File: config.mk
export PLATFORM = sky130hd
export DESIGN_NAME = i2c_host
export DESIGN_NICKNAME = d
export VERILOG_FILES = /design/src/design/i2c_host_pkg.sv /design/src/design/i2c_sync.sv /design/src/design/i2c_phase_timer.sv /design/src/design/i2c_host.sv
export SDC_FILE = /design/constraint.sdc
export NUM_CORES = 1
export LEC_CHECK = 0
export ABC_AREA = 1
export BUFFER_PORTS_ARGS = -buffer_cell sky130_fd_sc_hd__buf_2
export CAP_MARGIN = 5
export CELL_PAD_IN_SITES_DETAIL_PLACEMENT = 0
export CELL_PAD_IN_SITES_GLOBAL_PLACEMENT = 2
export CORE_ASPECT_RATIO = 1.2
export CORE_UTILIZATION = 33
export DETAILED_ROUTE_END_ITERATION = 8
export PLACE_DENSITY = 0.95
export SYNTH_ARGS = -nofsm -noshare
export SYNTH_HDL_FRONTEND = slang
export SYNTH_SLANG_ARGS = --single-unit
File: constraint.sdc
create_clock -name core_clk -period 4.1 [get_ports core_clk]
set_clock_uncertainty 0.05 [all_clocks]
set_input_delay 0.41 -clock core_clk [delete_from_list [all_inputs] [get_ports core_clk]]
set_output_delay 0.41 -clock core_clk [all_outputs]
set_load 0.05 [all_outputs]
File: src/design/i2c_host_pkg.sv
// Constants for the two-wire bus host controller and its APB register map.
// How it works
// - Device software flips direction before reading data when leaving receive.
// - First byte after start is 7-bit address in bits 7..1, R/W in bit 0.
// - Start only with both lines high; start is SDA falling while SCL high.
// - Address byte carries direction bit: 1 slave sends, 0 master sends.
// - Device software never calls its own slave address as master.
// - Bytes are 8 bits MSB first; SDA changes only while SCL is low.
// - Receiver acknowledges on ninth clock; a byte takes nine SCL pulses.
// - No acknowledge from slave leaves SDA high; master records failure.
// - Master receiver not acknowledging ends data; slave releases SDA.
// - After an abort the master sends stop or a repeated start.
// - Stop is SDA rising while SCL high; allowed even after an acknowledge.
// - Repeated start without stop keeps the bus for a new address phase.
// - Each party times SCL low from the fall, waits for real rise, times high.
// - Lines are driven only open-drain into a wired-AND.
package i2c_host_pkg;

    // ----------------------------------------------------------------
    // Register map
    // ----------------------------------------------------------------
    localparam logic [7:0] ADDR_CMD  = 8'h00;
    localparam logic [7:0] ADDR_TXD  = 8'h04;
    localparam logic [7:0] ADDR_RXD  = 8'h08;
    localparam logic [7:0] ADDR_STAT = 8'h0C;

    localparam int CMD_START = 0;
    localparam int CMD_STOP  = 1;
    localparam int CMD_WRITE = 2;
    localparam int CMD_READ  = 3;
    localparam int CMD_NACK  = 4;

    localparam int STAT_BUSY     = 0;
    localparam int STAT_BUS_BUSY = 1;
    localparam int STAT_RXAK     = 2;
    localparam int STAT_ARB_LOST = 3;
    localparam int STAT_DONE     = 4;

    localparam int         BYTE_W    = 8;
    localparam logic [3:0] LAST_BIT  = 4'h8;
    localparam logic [3:0] ACK_SLOT  = 4'h8;

    // ----------------------------------------------------------------
    // Bus timing
    // ----------------------------------------------------------------
    localparam int TW         = 8;
    localparam int CLK_NS     = 25;
    localparam int T_LOW_NS   = 4700;
    localparam int T_HIGH_NS  = 4000;
    localparam int T_SU_NS    = 4700;
    localparam int T_HD_NS    = 4000;
    localparam int T_BUF_NS   = 4700;
    localparam int T_HDAT_NS  = 300;

    localparam logic [TW-1:0] T_LOW_CYC  = TW'((T_LOW_NS + CLK_NS - 1) / CLK_NS);
    localparam logic [TW-1:0] T_HIGH_CYC = TW'((T_HIGH_NS + CLK_NS - 1) / CLK_NS);
    localparam logic [TW-1:0] T_SU_CYC   = TW'((T_SU_NS + CLK_NS - 1) / CLK_NS);
    localparam logic [TW-1:0] T_HD_CYC   = TW'((T_HD_NS + CLK_NS - 1) / CLK_NS);
    localparam logic [TW-1:0] T_BUF_CYC  = TW'((T_BUF_NS + CLK_NS - 1) / CLK_NS);
    localparam logic [TW-1:0] T_HDAT_CYC = TW'((T_HDAT_NS + CLK_NS - 1) / CLK_NS);
    localparam logic [TW-1:0] T_LREST_CYC = T_LOW_CYC - T_HDAT_CYC;

endpackage : i2c_host_pkg

File: src/design/i2c_sync.sv
// Two-flop synchronizer for the bus line inputs.
`timescale 1ns/1ps
module i2c_sync #(
    parameter int W = 2
) (
    // Clock and reset
    input  wire logic         core_clk,
    input  wire logic         rst_b,
    // Lines
    input  wire logic [W-1:0] async_in,
    output logic      [W-1:0] sync_out
);

    logic [W-1:0] meta_q;

    // Idle bus reads high, so both stages reset to ones
    always_ff @(posedge core_clk or negedge rst_b) begin
        if (!rst_b) begin
            meta_q   <= '1;
            sync_out <= '1;
        end else begin
            meta_q   <= async_in;
            sync_out <= meta_q;
        end
    end

endmodule : i2c_sync

File: src/design/i2c_phase_timer.sv
// Down counter that times one bus phase.
`timescale 1ns/1ps
module i2c_phase_timer (
    // Clock and reset
    input  wire logic                       core_clk,
    input  wire logic                       rst_b,
    // Control
    input  wire logic                       load,
    input  wire logic [i2c_host_pkg::TW-1:0] load_val,
    output logic                            expired
);

    logic [i2c_host_pkg::TW-1:0] cnt_q;

    always_ff @(posedge core_clk or negedge rst_b) begin
        if (!rst_b) begin
            cnt_q <= '0;
        end else if (load) begin
            cnt_q <= load_val;
        end else if (cnt_q != '0) begin
            cnt_q <= cnt_q - 1'b1;
        end
    end

    assign expired = (cnt_q == '0);

endmodule : i2c_phase_timer

File: src/design/i2c_host.sv
// Two-wire bus master that addresses the device as a slave, driven over APB.
`timescale 1ns/1ps
module i2c_host (
    // Clock and reset
    input  wire logic        core_clk,
    input  wire logic        rst_b,
    // APB slave
    input  wire logic        psel,
    input  wire logic        penable,
    input  wire logic        pwrite,
    input  wire logic [7:0]  paddr,
    input  wire logic [31:0] pwdata,
    output logic      [31:0] prdata,
    output logic             pready,
    output logic             pslverr,
    // Bus lines, open drain
    input  wire logic        scl_in,
    output logic             scl_out,
    output logic             scl_oe,
    input  wire logic        sda_in,
    output logic             sda_out,
    output logic             sda_oe
);

    // ----------------------------------------------------------------
    // Types and declarations
    // ----------------------------------------------------------------
    typedef enum logic [3:0] {
        PH_IDLE, PH_S_REL, PH_S_SCLH, PH_S_SU, PH_S_HD,
        PH_B_HOLD, PH_B_LOW, PH_B_WAITH, PH_B_HIGH, PH_E_HOLD,
        PH_P_LOW, PH_P_WAITH, PH_P_SU, PH_P_BUF
    } phase_e;

    localparam int BYTE_W_L = i2c_host_pkg::BYTE_W;

    phase_e                  state_q;
    phase_e                  state_d;
    logic [1:0]              lines_s;
    logic                    scl_s;
    logic                    sda_s;
    logic                    sda_prev_q;
    logic                    start_seen;
    logic                    stop_seen;
    logic                    bus_busy_q;
    logic                    own_q;
    logic                    own_d;
    logic                    scl_oe_q;
    logic                    sda_oe_q;
    logic                    scl_oe_d;
    logic                    sda_oe_d;
    logic [BYTE_W_L:0]       shift_q;
    logic [3:0]              cnt_q;
    logic                    stop_q;
    logic                    rd_q;
    logic [7:0]              txd_q;
    logic [7:0]              rxd_q;
    logic                    rxak_q;
    logic                    arb_lost_q;
    logic                    done_q;
    logic [31:0]             prdata_q;
    logic                    exp;
    logic                    high_end;
    logic                    acc_wr;
    logic                    cmd_go;
    logic                    arb_bit;
    logic                    arb_start;
    logic                    arb_su;
    logic                    arb_stop;
    logic                    set_arb;
    logic                    set_done;

    // ----------------------------------------------------------------
    // Helpers
    // ----------------------------------------------------------------
    function automatic logic is_mapped(input logic [7:0] a);
        if (a == i2c_host_pkg::ADDR_CMD) begin
            is_mapped = 1'b1;
        end else if (a == i2c_host_pkg::ADDR_TXD) begin
            is_mapped = 1'b1;
        end else if (a == i2c_host_pkg::ADDR_RXD) begin
            is_mapped = 1'b1;
        end else if (a == i2c_host_pkg::ADDR_STAT) begin
            is_mapped = 1'b1;
        end else begin
            is_mapped = 1'b0;
        end
    endfunction : is_mapped

    // Time spent in each timed phase
    function automatic logic [i2c_host_pkg::TW-1:0] dwell(input phase_e st);
        case (st)
            PH_S_REL:  dwell = i2c_host_pkg::T_HDAT_CYC;
            PH_S_SU:   dwell = i2c_host_pkg::T_SU_CYC;
            PH_S_HD:   dwell = i2c_host_pkg::T_HD_CYC;
            PH_B_HOLD: dwell = i2c_host_pkg::T_HDAT_CYC;
            PH_B_LOW:  dwell = i2c_host_pkg::T_LREST_CYC;
            PH_B_HIGH: dwell = i2c_host_pkg::T_HIGH_CYC;
            PH_E_HOLD: dwell = i2c_host_pkg::T_HDAT_CYC;
            PH_P_LOW:  dwell = i2c_host_pkg::T_LOW_CYC;
            PH_P_SU:   dwell = i2c_host_pkg::T_SU_CYC;
            PH_P_BUF:  dwell = i2c_host_pkg::T_BUF_CYC;
            default:   dwell = '0;
        endcase
    endfunction : dwell

    // ----------------------------------------------------------------
    // Line sampling and start/stop watch
    // ----------------------------------------------------------------
    i2c_sync #(.W(2)) u_sync (
        .core_clk (core_clk),
        .rst_b    (rst_b),
        .async_in ({scl_in, sda_in}),
        .sync_out (lines_s)
    );

    assign scl_s      = lines_s[1];
    assign sda_s      = lines_s[0];
    assign start_seen = scl_s & sda_prev_q & ~sda_s;
    assign stop_seen  = scl_s & ~sda_prev_q & sda_s;

    always_ff @(posedge core_clk or negedge rst_b) begin
        if (!rst_b) begin
            sda_prev_q <= 1'b1;
            bus_busy_q <= 1'b0;
        end else begin
            sda_prev_q <= sda_s;
            if (start_seen) begin
                bus_busy_q <= 1'b1;
            end else if (stop_seen) begin
                bus_busy_q <= 1'b0;
            end
        end
    end

    i2c_phase_timer u_timer (
        .core_clk (core_clk),
        .rst_b    (rst_b),
        .load     (state_d != state_q),
        .load_val (dwell(state_d)),
        .expired  (exp)
    );

    // ----------------------------------------------------------------
    // APB decode
    // ----------------------------------------------------------------
    assign pready  = 1'b1;
    assign pslverr = psel & penable & ~is_mapped(paddr);
    assign prdata  = prdata_q;
    assign acc_wr  = psel & penable & pwrite;
    assign cmd_go  = acc_wr & (paddr == i2c_host_pkg::ADDR_CMD) & (state_q == PH_IDLE);

    always_ff @(posedge core_clk or negedge rst_b) begin
        if (!rst_b) begin
            prdata_q <= 32'h0;
        end else if (psel & ~penable & ~pwrite) begin
            if (paddr == i2c_host_pkg::ADDR_TXD) begin
                prdata_q <= {24'h0, txd_q};
            end else if (paddr == i2c_host_pkg::ADDR_RXD) begin
                // Reading received data has no side effect; only a command starts a byte
                prdata_q <= {24'h0, rxd_q};
            end else if (paddr == i2c_host_pkg::ADDR_STAT) begin
                prdata_q <= {27'h0, done_q, arb_lost_q, rxak_q, bus_busy_q,
                             (state_q != PH_IDLE)};
            end else begin
                prdata_q <= 32'h0;
            end
        end
    end

    always_ff @(posedge core_clk or negedge rst_b) begin
        if (!rst_b) begin
            txd_q <= 8'h0;
        end else if (acc_wr & (paddr == i2c_host_pkg::ADDR_TXD)) begin
            txd_q <= pwdata[7:0];
        end
    end

    // ----------------------------------------------------------------
    // Arbitration watch
    // ----------------------------------------------------------------
    // Another device pulling SCL early cuts our high phase short
    assign high_end  = exp | ~scl_s;
    assign arb_bit   = (state_q == PH_B_HIGH) & high_end & shift_q[BYTE_W_L] & ~sda_s
                     & (rd_q ? (cnt_q == i2c_host_pkg::ACK_SLOT)
                             : (cnt_q < i2c_host_pkg::ACK_SLOT));
    assign arb_start = cmd_go & pwdata[i2c_host_pkg::CMD_START] & bus_busy_q & ~own_q;
    assign arb_su    = (state_q == PH_S_SU) & exp & ~sda_s;
    assign arb_stop  = stop_seen & own_q & (state_q != PH_P_SU) & (state_q != PH_P_BUF);
    assign set_arb   = arb_bit | arb_start | arb_su | arb_stop;
    assign set_done  = (state_q != PH_IDLE) & (state_d == PH_IDLE);

    // ----------------------------------------------------------------
    // Phase sequencer
    // ----------------------------------------------------------------
    always_comb begin
        state_d = state_q;
        own_d   = own_q;
        case (state_q)
            PH_IDLE: begin
                if (cmd_go) begin
                    if (pwdata[i2c_host_pkg::CMD_START]) begin
                        state_d = arb_start ? PH_IDLE : PH_S_REL;
                    end else if (own_q & (pwdata[i2c_host_pkg::CMD_WRITE]
                                          | pwdata[i2c_host_pkg::CMD_READ])) begin
                        state_d = PH_B_HOLD;
                    end else if (own_q & pwdata[i2c_host_pkg::CMD_STOP]) begin
                        state_d = PH_P_LOW;
                    end
                end
            end
            PH_S_REL:   if (exp) state_d = PH_S_SCLH;
            PH_S_SCLH:  if (scl_s) state_d = PH_S_SU;
            PH_S_SU:    if (exp) state_d = arb_su ? PH_IDLE : PH_S_HD;
            PH_S_HD: begin
                if (exp) begin
                    own_d = 1'b1;
                    if (cnt_q != '1) begin
                        state_d = PH_B_HOLD;
                    end else begin
                        state_d = stop_q ? PH_P_LOW : PH_IDLE;
                    end
                end
            end
            PH_B_HOLD:  if (exp) state_d = PH_B_LOW;
            PH_B_LOW:   if (exp) state_d = PH_B_WAITH;
            PH_B_WAITH: if (scl_s) state_d = PH_B_HIGH;
            PH_B_HIGH: begin
                if (high_end) begin
                    if (arb_bit) begin
                        state_d = PH_IDLE;
                    end else if (cnt_q == i2c_host_pkg::LAST_BIT) begin
                        state_d = PH_E_HOLD;
                    end else begin
                        state_d = PH_B_HOLD;
                    end
                end
            end
            PH_E_HOLD:  if (exp) state_d = stop_q ? PH_P_LOW : PH_IDLE;
            PH_P_LOW:   if (exp) state_d = PH_P_WAITH;
            PH_P_WAITH: if (scl_s) state_d = PH_P_SU;
            PH_P_SU:    if (exp) state_d = PH_P_BUF;
            PH_P_BUF: begin
                if (exp) begin
                    state_d = PH_IDLE;
                    own_d   = 1'b0;
                end
            end
            default:    state_d = PH_IDLE;
        endcase
        // Losing leaves the bus at once with no stop of our own
        if (set_arb) begin
            state_d = PH_IDLE;
            own_d   = 1'b0;
        end
    end

    // Line drive follows the phase being entered
    always_comb begin
        scl_oe_d = 1'b0;
        sda_oe_d = 1'b0;
        case (state_d)
            PH_IDLE:    scl_oe_d = own_d;
            PH_S_REL:   scl_oe_d = own_q;
            PH_S_HD:    sda_oe_d = 1'b1;
            PH_B_HOLD: begin
                scl_oe_d = 1'b1;
                sda_oe_d = sda_oe_q;
            end
            PH_B_LOW: begin
                scl_oe_d = 1'b1;
                sda_oe_d = ~shift_q[BYTE_W_L];
            end
            PH_B_WAITH, PH_B_HIGH: sda_oe_d = ~shift_q[BYTE_W_L];
            PH_E_HOLD: begin
                scl_oe_d = 1'b1;
                sda_oe_d = sda_oe_q;
            end
            PH_P_LOW: begin
                scl_oe_d = 1'b1;
                sda_oe_d = 1'b1;
            end
            PH_P_WAITH, PH_P_SU: sda_oe_d = 1'b1;
            default: begin
                scl_oe_d = 1'b0;
                sda_oe_d = 1'b0;
            end
        endcase
    end

    always_ff @(posedge core_clk or negedge rst_b) begin
        if (!rst_b) begin
            state_q  <= PH_IDLE;
            own_q    <= 1'b0;
            scl_oe_q <= 1'b0;
            sda_oe_q <= 1'b0;
        end else begin
            state_q  <= state_d;
            own_q    <= own_d;
            scl_oe_q <= scl_oe_d;
            sda_oe_q <= sda_oe_d;
        end
    end

    // Drivers only ever pull low
    assign scl_out = 1'b0;
    assign sda_out = 1'b0;
    assign scl_oe  = scl_oe_q;
    assign sda_oe  = sda_oe_q;

    // ----------------------------------------------------------------
    // Byte shifter
    // ----------------------------------------------------------------
    // Bit 8 is the bit on the wire; the ack slot is released on write
    always_ff @(posedge core_clk or negedge rst_b) begin
        if (!rst_b) begin
            shift_q <= '1;
            cnt_q   <= '1;
            stop_q  <= 1'b0;
            rd_q    <= 1'b0;
            rxd_q   <= 8'h0;
            rxak_q  <= 1'b1;
        end else if (cmd_go) begin
            stop_q <= pwdata[i2c_host_pkg::CMD_STOP];
            rd_q   <= pwdata[i2c_host_pkg::CMD_READ];
            if (pwdata[i2c_host_pkg::CMD_READ]) begin
                shift_q <= {8'hFF, pwdata[i2c_host_pkg::CMD_NACK]};
                cnt_q   <= '0;
            end else if (pwdata[i2c_host_pkg::CMD_WRITE]) begin
                // The host has no slave address of its own, so no call can name it
                shift_q <= {txd_q, 1'b1};
                cnt_q   <= '0;
            end else begin
                cnt_q   <= '1;
            end
        end else if ((state_q == PH_B_HIGH) & high_end & ~arb_bit) begin
            shift_q <= {shift_q[BYTE_W_L-1:0], sda_s};
            cnt_q   <= cnt_q + 4'h1;
            if (cnt_q == i2c_host_pkg::LAST_BIT) begin
                rxd_q  <= shift_q[BYTE_W_L-1:0];
                rxak_q <= sda_s;
            end
        end
    end

    // ----------------------------------------------------------------
    // Sticky status, set wins over a write-one clear
    // ----------------------------------------------------------------
    always_ff @(posedge core_clk or negedge rst_b) begin
        if (!rst_b) begin
            arb_lost_q <= 1'b0;
        end else if (set_arb) begin
            arb_lost_q <= 1'b1;
        end else if (acc_wr & (paddr == i2c_host_pkg::ADDR_STAT)
                     & pwdata[i2c_host_pkg::STAT_ARB_LOST]) begin
            arb_lost_q <= 1'b0;
        end
    end

    always_ff @(posedge core_clk or negedge rst_b) begin
        if (!rst_b) begin
            done_q <= 1'b0;
        end else if (set_done) begin
            done_q <= 1'b1;
        end else if (acc_wr & (paddr == i2c_host_pkg::ADDR_STAT)
                     & pwdata[i2c_host_pkg::STAT_DONE]) begin
            done_q <= 1'b0;
        end
    end

endmodule : i2c_host

* After elaboration in Yosys (flattened, before gate mapping) *
Memory sizes are Yosys's and may differ from the RTL's.
Index checks and enable logic that the tools add are counted.

storage, ports and cells
  bits in registers = 87
  ROM bits = 80
  word-level logic and storage cells = 173
  bits of input ports = 47
  memories kept = 1

memory list
  name              words  bits a word  rd ports  clocked after memory_dff  wr ports  line            source
  (name not given)  16     5            1         0                         0         i2c_host.sv:91  case (st)

operators by class
  order comparisons = 1
  add/subtract/negate cells = 2
  eq/ne operators = 32
  reductions and logical operators = 17
  bitwise gates (word level) = 46
  muxes and demuxes = 55

operators with widths
  operator               count
  $mux W4                26
  $pmux W4 S14           1
  $eq A4 B4 Y1 const B   12
  $mux W9                4
  $eq A4 B3 Y1 const B   8
  $mux W8                4
  $and A1 B1 Y1          31
  $eq A8 B4 Y1 const B   2
  $logic_not A8 Y1       2
  $mux W1                15
  $ne A4 B4 Y1 const B   3
  $not A1 Y1             10
  $reduce_bool A2 Y1     5
  $eq A4 B1 Y1 const B   2
  $eq A4 B2 Y1 const B   2
  $eq A8 B3 Y1 const B   1
  $logic_not A4 Y1       2
  $reduce_bool A8 Y1     1
  $reduce_or A4 Y1       2
  $sub A8 B1 Y8 const B  1
  $pmux W1 S3            2
  $mux W5                1
  $or A1 B1 Y1           5
  $add A4 B1 Y4 const B  1
  10 further kinds       10

* Depth between registers and ports, before layout *
  word-level depth = 15
  depth in mapped cells = 20
  depth with buffers taken out = 19

* By module *
A second synthesis with hierarchy kept.

second synthesis, totals
  cells, all modules = 521
  area, all modules = 4026.4 µm²

modules (own cells, without submodules)
  module           instances  cells each  area an instance (µm²)
  i2c_host         1          446         3389.5
  i2c_phase_timer  1          71          531.8
  i2c_sync         1          4           105.1

* Least setup slack after synthesis *
No wires, ideal clock.

  kind = reg2reg
  start = register u_timer.cnt_q[0] (netlist bit)
  end = register u_timer.cnt_q[5] (netlist bit)
  library setup time = 0.123 ns
  clock period less this slack = 2.483 ns
  data arrival time = 2.310 ns
  data required time = 3.927 ns
  stages on the path, launching flop included = 19
  path slack = 1.617 ns
  cell sequence = dfrtp_1 -> inv_1 -> ha_1 -> nand2_1 -> nor2_2 -> buf_2 -> nor2_1 -> nor2_1 -> nand2_1 -> nor2_1 -> nand3_1 -> nand2_2 -> inv_1 -> ha_1 -> or2_2 -> nand3_1 -> nand3_1 -> nand2_1 -> a21oi_1

between the ends
  word-level cells in the longest chain between the ends = 12
  elaborated cells between the ends (all ways) = 32
  classes of those cells = 1 x add/sub; 1 x eq/ne; 16 x mux; 10 x bitwise; 3 x reduce/logical; 1 x memory

ends and longest elaborated chain
  element                                         line                              source
  from (decl)                                     i2c_phase_timer.sv:13             logic [i2c_host_pkg::TW-1:0] cnt_q;
  from (signal assigned)                          i2c_phase_timer.sv:19             cnt_q <= load_val;
  from (signal assigned)                          i2c_phase_timer.sv:21             cnt_q <= cnt_q - 1'b1;
  $logic_not A8 Y1 *                              i2c_phase_timer.sv:25             assign expired = (cnt_q == '0);
  $or A1 B1 Y1                                    i2c_host.sv:182                   assign high_end = exp | ~scl_s;
  $and A1 B1 Y1 (3 in series)                     i2c_host.sv:183                   assign arb_bit = (state_q == PH_B_HIGH) & high_end & shift_q[BYTE_W_L] & ~sda_s
  $and A1 B1 Y1                                   i2c_host.sv:184                   & (rd_q ? (cnt_q == i2c_host_pkg::ACK_SLOT)
  $mux W4 or $or A1 B1 Y1 (tied branches)         i2c_host.sv:229, i2c_host.sv:189
  $mux W4 or $or A1 B1 Y1 (tied branches)         i2c_host.sv:228, i2c_host.sv:189
  $pmux W4 S14 or $or A1 B1 Y1 (tied branches)    i2c_host.sv:198, i2c_host.sv:189
  $mux W4 *                                       i2c_host.sv:251                   if (set_arb) begin
  via state_d[1]                                  i2c_host.sv:37                    phase_e state_d;
  $mem_v2 Z16 W5 or $ne A4 B4 Y1 (tied branches)  n/a
  $mux W8 or $reduce_bool A2 Y1 (tied branches)   n/a

The timed path passes the listed nets; every way through them passes the cells marked *. The select of a mux whose other input is x is not followed.
A chain may end at the register's enable or synchronous reset.

* Final worst setup path *
  start = register u_timer.cnt_q[0] (netlist bit)
  end = register u_timer.cnt_q[7] (netlist bit)

The elaborated chain is that of the path after synthesis.

==> impl_metrics.ini <==
[detailed_routing]
totalWireLength_um = 9890
postRouteAntennaNets = 0
post-route-drc-count = 0
wl_per_cell_um = 13.5
vias = 3432
drtIter0Drc = 140
avgViaCountPerCell = 4.69
dr.pass1.iters = 5

[global_routing]
grt_pass1_vias = 3400
grt_max_degree = 36
grt.overflow.total = 0
antenna_found_initial = 0
grt_pass1_wl_um = 16500
grt_use_total = 0.174

[synthesis]
yosysMostFrequentCell = nand2_1
ys_warn_count = 0
synth_seq_cells = 63
syn-cell-area_mm2 = 0.00400
postSynthCellCount = 531
synthArstFlopShare = 1.00
synth-edff-count = 0
yosysTopAreaCell = dfrtp_1
ys_seq_area_frac = 0.400
synth.top_cell.area_share = 0.276
synth_ff_type = dfrtp_1
ys_top_cells_by_count = nand2_1, inv_1, o21ai_0
ys_types = 41
syn_avg_cell_area_um2 = 7.53
synthTopCellsByArea = dfrtp_1, dfstp_2, nand2_1

[run_status]
status = complete, no violations

[power_and_ir_drop]
vdd.ir_drop.worst_v = 0.000312
power.total_uw = 3360
p_leak_uw = 0.00231
p_per_area_mw_per_mm2 = 738

[sta]
period_share = 0.713
fin_tns_setup_ns = 0
clock.fmax_mhz = 342
relSlewSlack = 0.534
hold_viol = 0
drv_slew = 0
worst_pin_slew_ns = 0.698
setup_viol = 0
period_minus_slack_ns = 2.92
setup_ws_ns = 1.18
rsz0062_at_grt = no

[min_path]
hp-class = primary input to async pin

[critical_path]
crit_chain = inv_1 > ha_1 > nand2_1 > nor2_2 > nand3_1 > nand2_1 > nor2_1 > nand2_2 > nor2_8 > nand2_2 > inv_1 > ha_1 > or2_2 > nand3_1 > nand3_1 > nand2_1 > a21oi_1
critical_path_required_ns = 4.27
setup.worst_path.start_class = flip-flop
worstSetupPathType = flip-flop to flip-flop
slowest_stage = nor2_2
slowest_delay_ns = 0.45
cp-end-kind = flip-flop
crit_fanout = 13
critPathArrivalTime_ns = 3.09

[finish]
drive_above_1_share = 0.191
final_nets = 624
fillers = 1220
diodes = 0
syn_to_final_growth_pct = 14.0

[clocking]
htree_num_levels = 3
clock_sinks = 63
path_clk_slew_ns = 0.06
cts_setup_buffers = 0
cts_buffers = 9
cts_root_buf = clkbuf_16
postCtsHoldBufs = 0
clk_latency_ns = 0.34
cts_max_path_buffers = 2
cts_tree = yes
cts_resized = 0

[place]
place_hpwl_um = 7480
dp_slack_ns = 1.17
gp_congestion = 0.837
portBuffers = 33

[floorplan]
die_height_um = 123
fp.dieW_um = 102
ioPinCount = 85
row_count = 43
coreArea_mm2 = 0.0117
start_util = 0.342
dieArea_mm2 = 0.0126

[flow_run]
maxCapViolCount = 0
==> area by class of cell <==
| class | count | area (um^2) | share of cell area |
|---|---|---|---|
| Multi-Input combinational cell | 391 | 1990 | 0.438 |
| Timing Repair Buffer | 39 | 210 | 0.0461 |
| Inverter | 66 | 248 | 0.0544 |
| Clock buffer | 10 | 239 | 0.0525 |
| Clock inverter | 6 | 68.8 | 0.0151 |
| Sequential cell | 63 | 1600 | 0.351 |
| Tap cell | 157 | 196 | 0.0431 |
==> path summary, 6_finish.rpt <==
check                                  from            endpoint  slack (ns)  cells after the start
setup / recovery           u_timer.cnt_q[0]    u_timer.cnt_q[7]        1.18                     17
hold / removal                        rst_b    u_timer.cnt_q[1]        0.07                      1
setup reg to reg           u_timer.cnt_q[0]    u_timer.cnt_q[7]        1.18                     17
hold reg to reg            u_sync.meta_q[1]  u_sync.sync_out[1]        0.30                      0
max in group asynchronous             rst_b            cnt_q[0]        2.97                      2
min in group core_clk                scl_in    u_sync.meta_q[1]        0.13                      1
==> metrics by stage <==
| stage | util | area, um^2 | cells | hold WS (ns) |
|---|---|---|---|---|
| after global placement | 0.364 | 4250 | 716 | 0.298 |
| after global routing | 0.390 | 4560 | 732 | 0.124 |
| after detailed placement | 0.364 | 4250 | 716 | 0.297 |
| after floorplan | - | 4090 | 556 | 0.0644 |
| after CTS | 0.390 | 4560 | 732 | 0.0942 |
| final | 0.390 | 4560 | 732 | 0.0692 |
==> routing by layer <==
layer  share of wire  track usage
met1            0.43        0.206
met2            0.51        0.301
met3           0.035       0.0387
met4           0.020       0.0679
met5               0            0
==> power breakdown <==
group          internal, uW  leakage (uW)  switching [uW]
Clock                   490      0.000149             296
Combinational           531       0.00138            1100
Sequential              820      0.000776             124
==> logic make-up after synthesis <==
group / Yosys count / share of synthesized area
simple gates: 265 / 0.310
buf+inv: 102 / 0.124
compound gates: 82 / 0.118
flops: 63 / 0.400
other cells: 2 / 0.00188
fa+ha+maj: 7 / 0.0219
mux: 3 / 0.00845
xor+xnor: 7 / 0.0153
==> cell usage in the layout, fill, tap and decap left out, types with 4 or more instances in the layout <==
| cell | instances |
|---|---|
| a21oi_1 | 12 |
| a221oi_1 | 5 |
| buf_2 | 33 |
| buf_4 | 6 |
| clkbuf_16 | 9 |
| conb_1 | 27 |
| dfrtp_1 | 44 |
| dfstp_2 | 19 |
| ha_1 | 7 |
| inv_1 | 65 |
| nand2_1 | 131 |
| nand2_2 | 9 |
| nand2_4 | 4 |
| nand3_1 | 37 |
| nor2_1 | 48 |
| nor2_2 | 5 |
| nor2_4 | 6 |
| nor3_1 | 10 |
| o21ai_0 | 51 |
| xor2_1 | 4 |
==> worst max-delay path: cells and delay by family, from the launching register on <==
family          cells  cell delay (ns)
flops               1             0.37
buf+inv             2             0.18
fa+ha+maj           2             0.43
simple gates       12             1.68
compound gates      1             0.07
==> flip-flops by register name (all words and copies together) (netlist names), 2 cells and up <==
signal	count
rxd_q	8
txd_q	8
u_sync.sync_out	2
shift_q	9
state_q	4
u_timer.cnt_q	8
u_sync.meta_q	2
cnt_q	4
prdata	8
No activity file was read; power rests on OpenSTA's default activity.
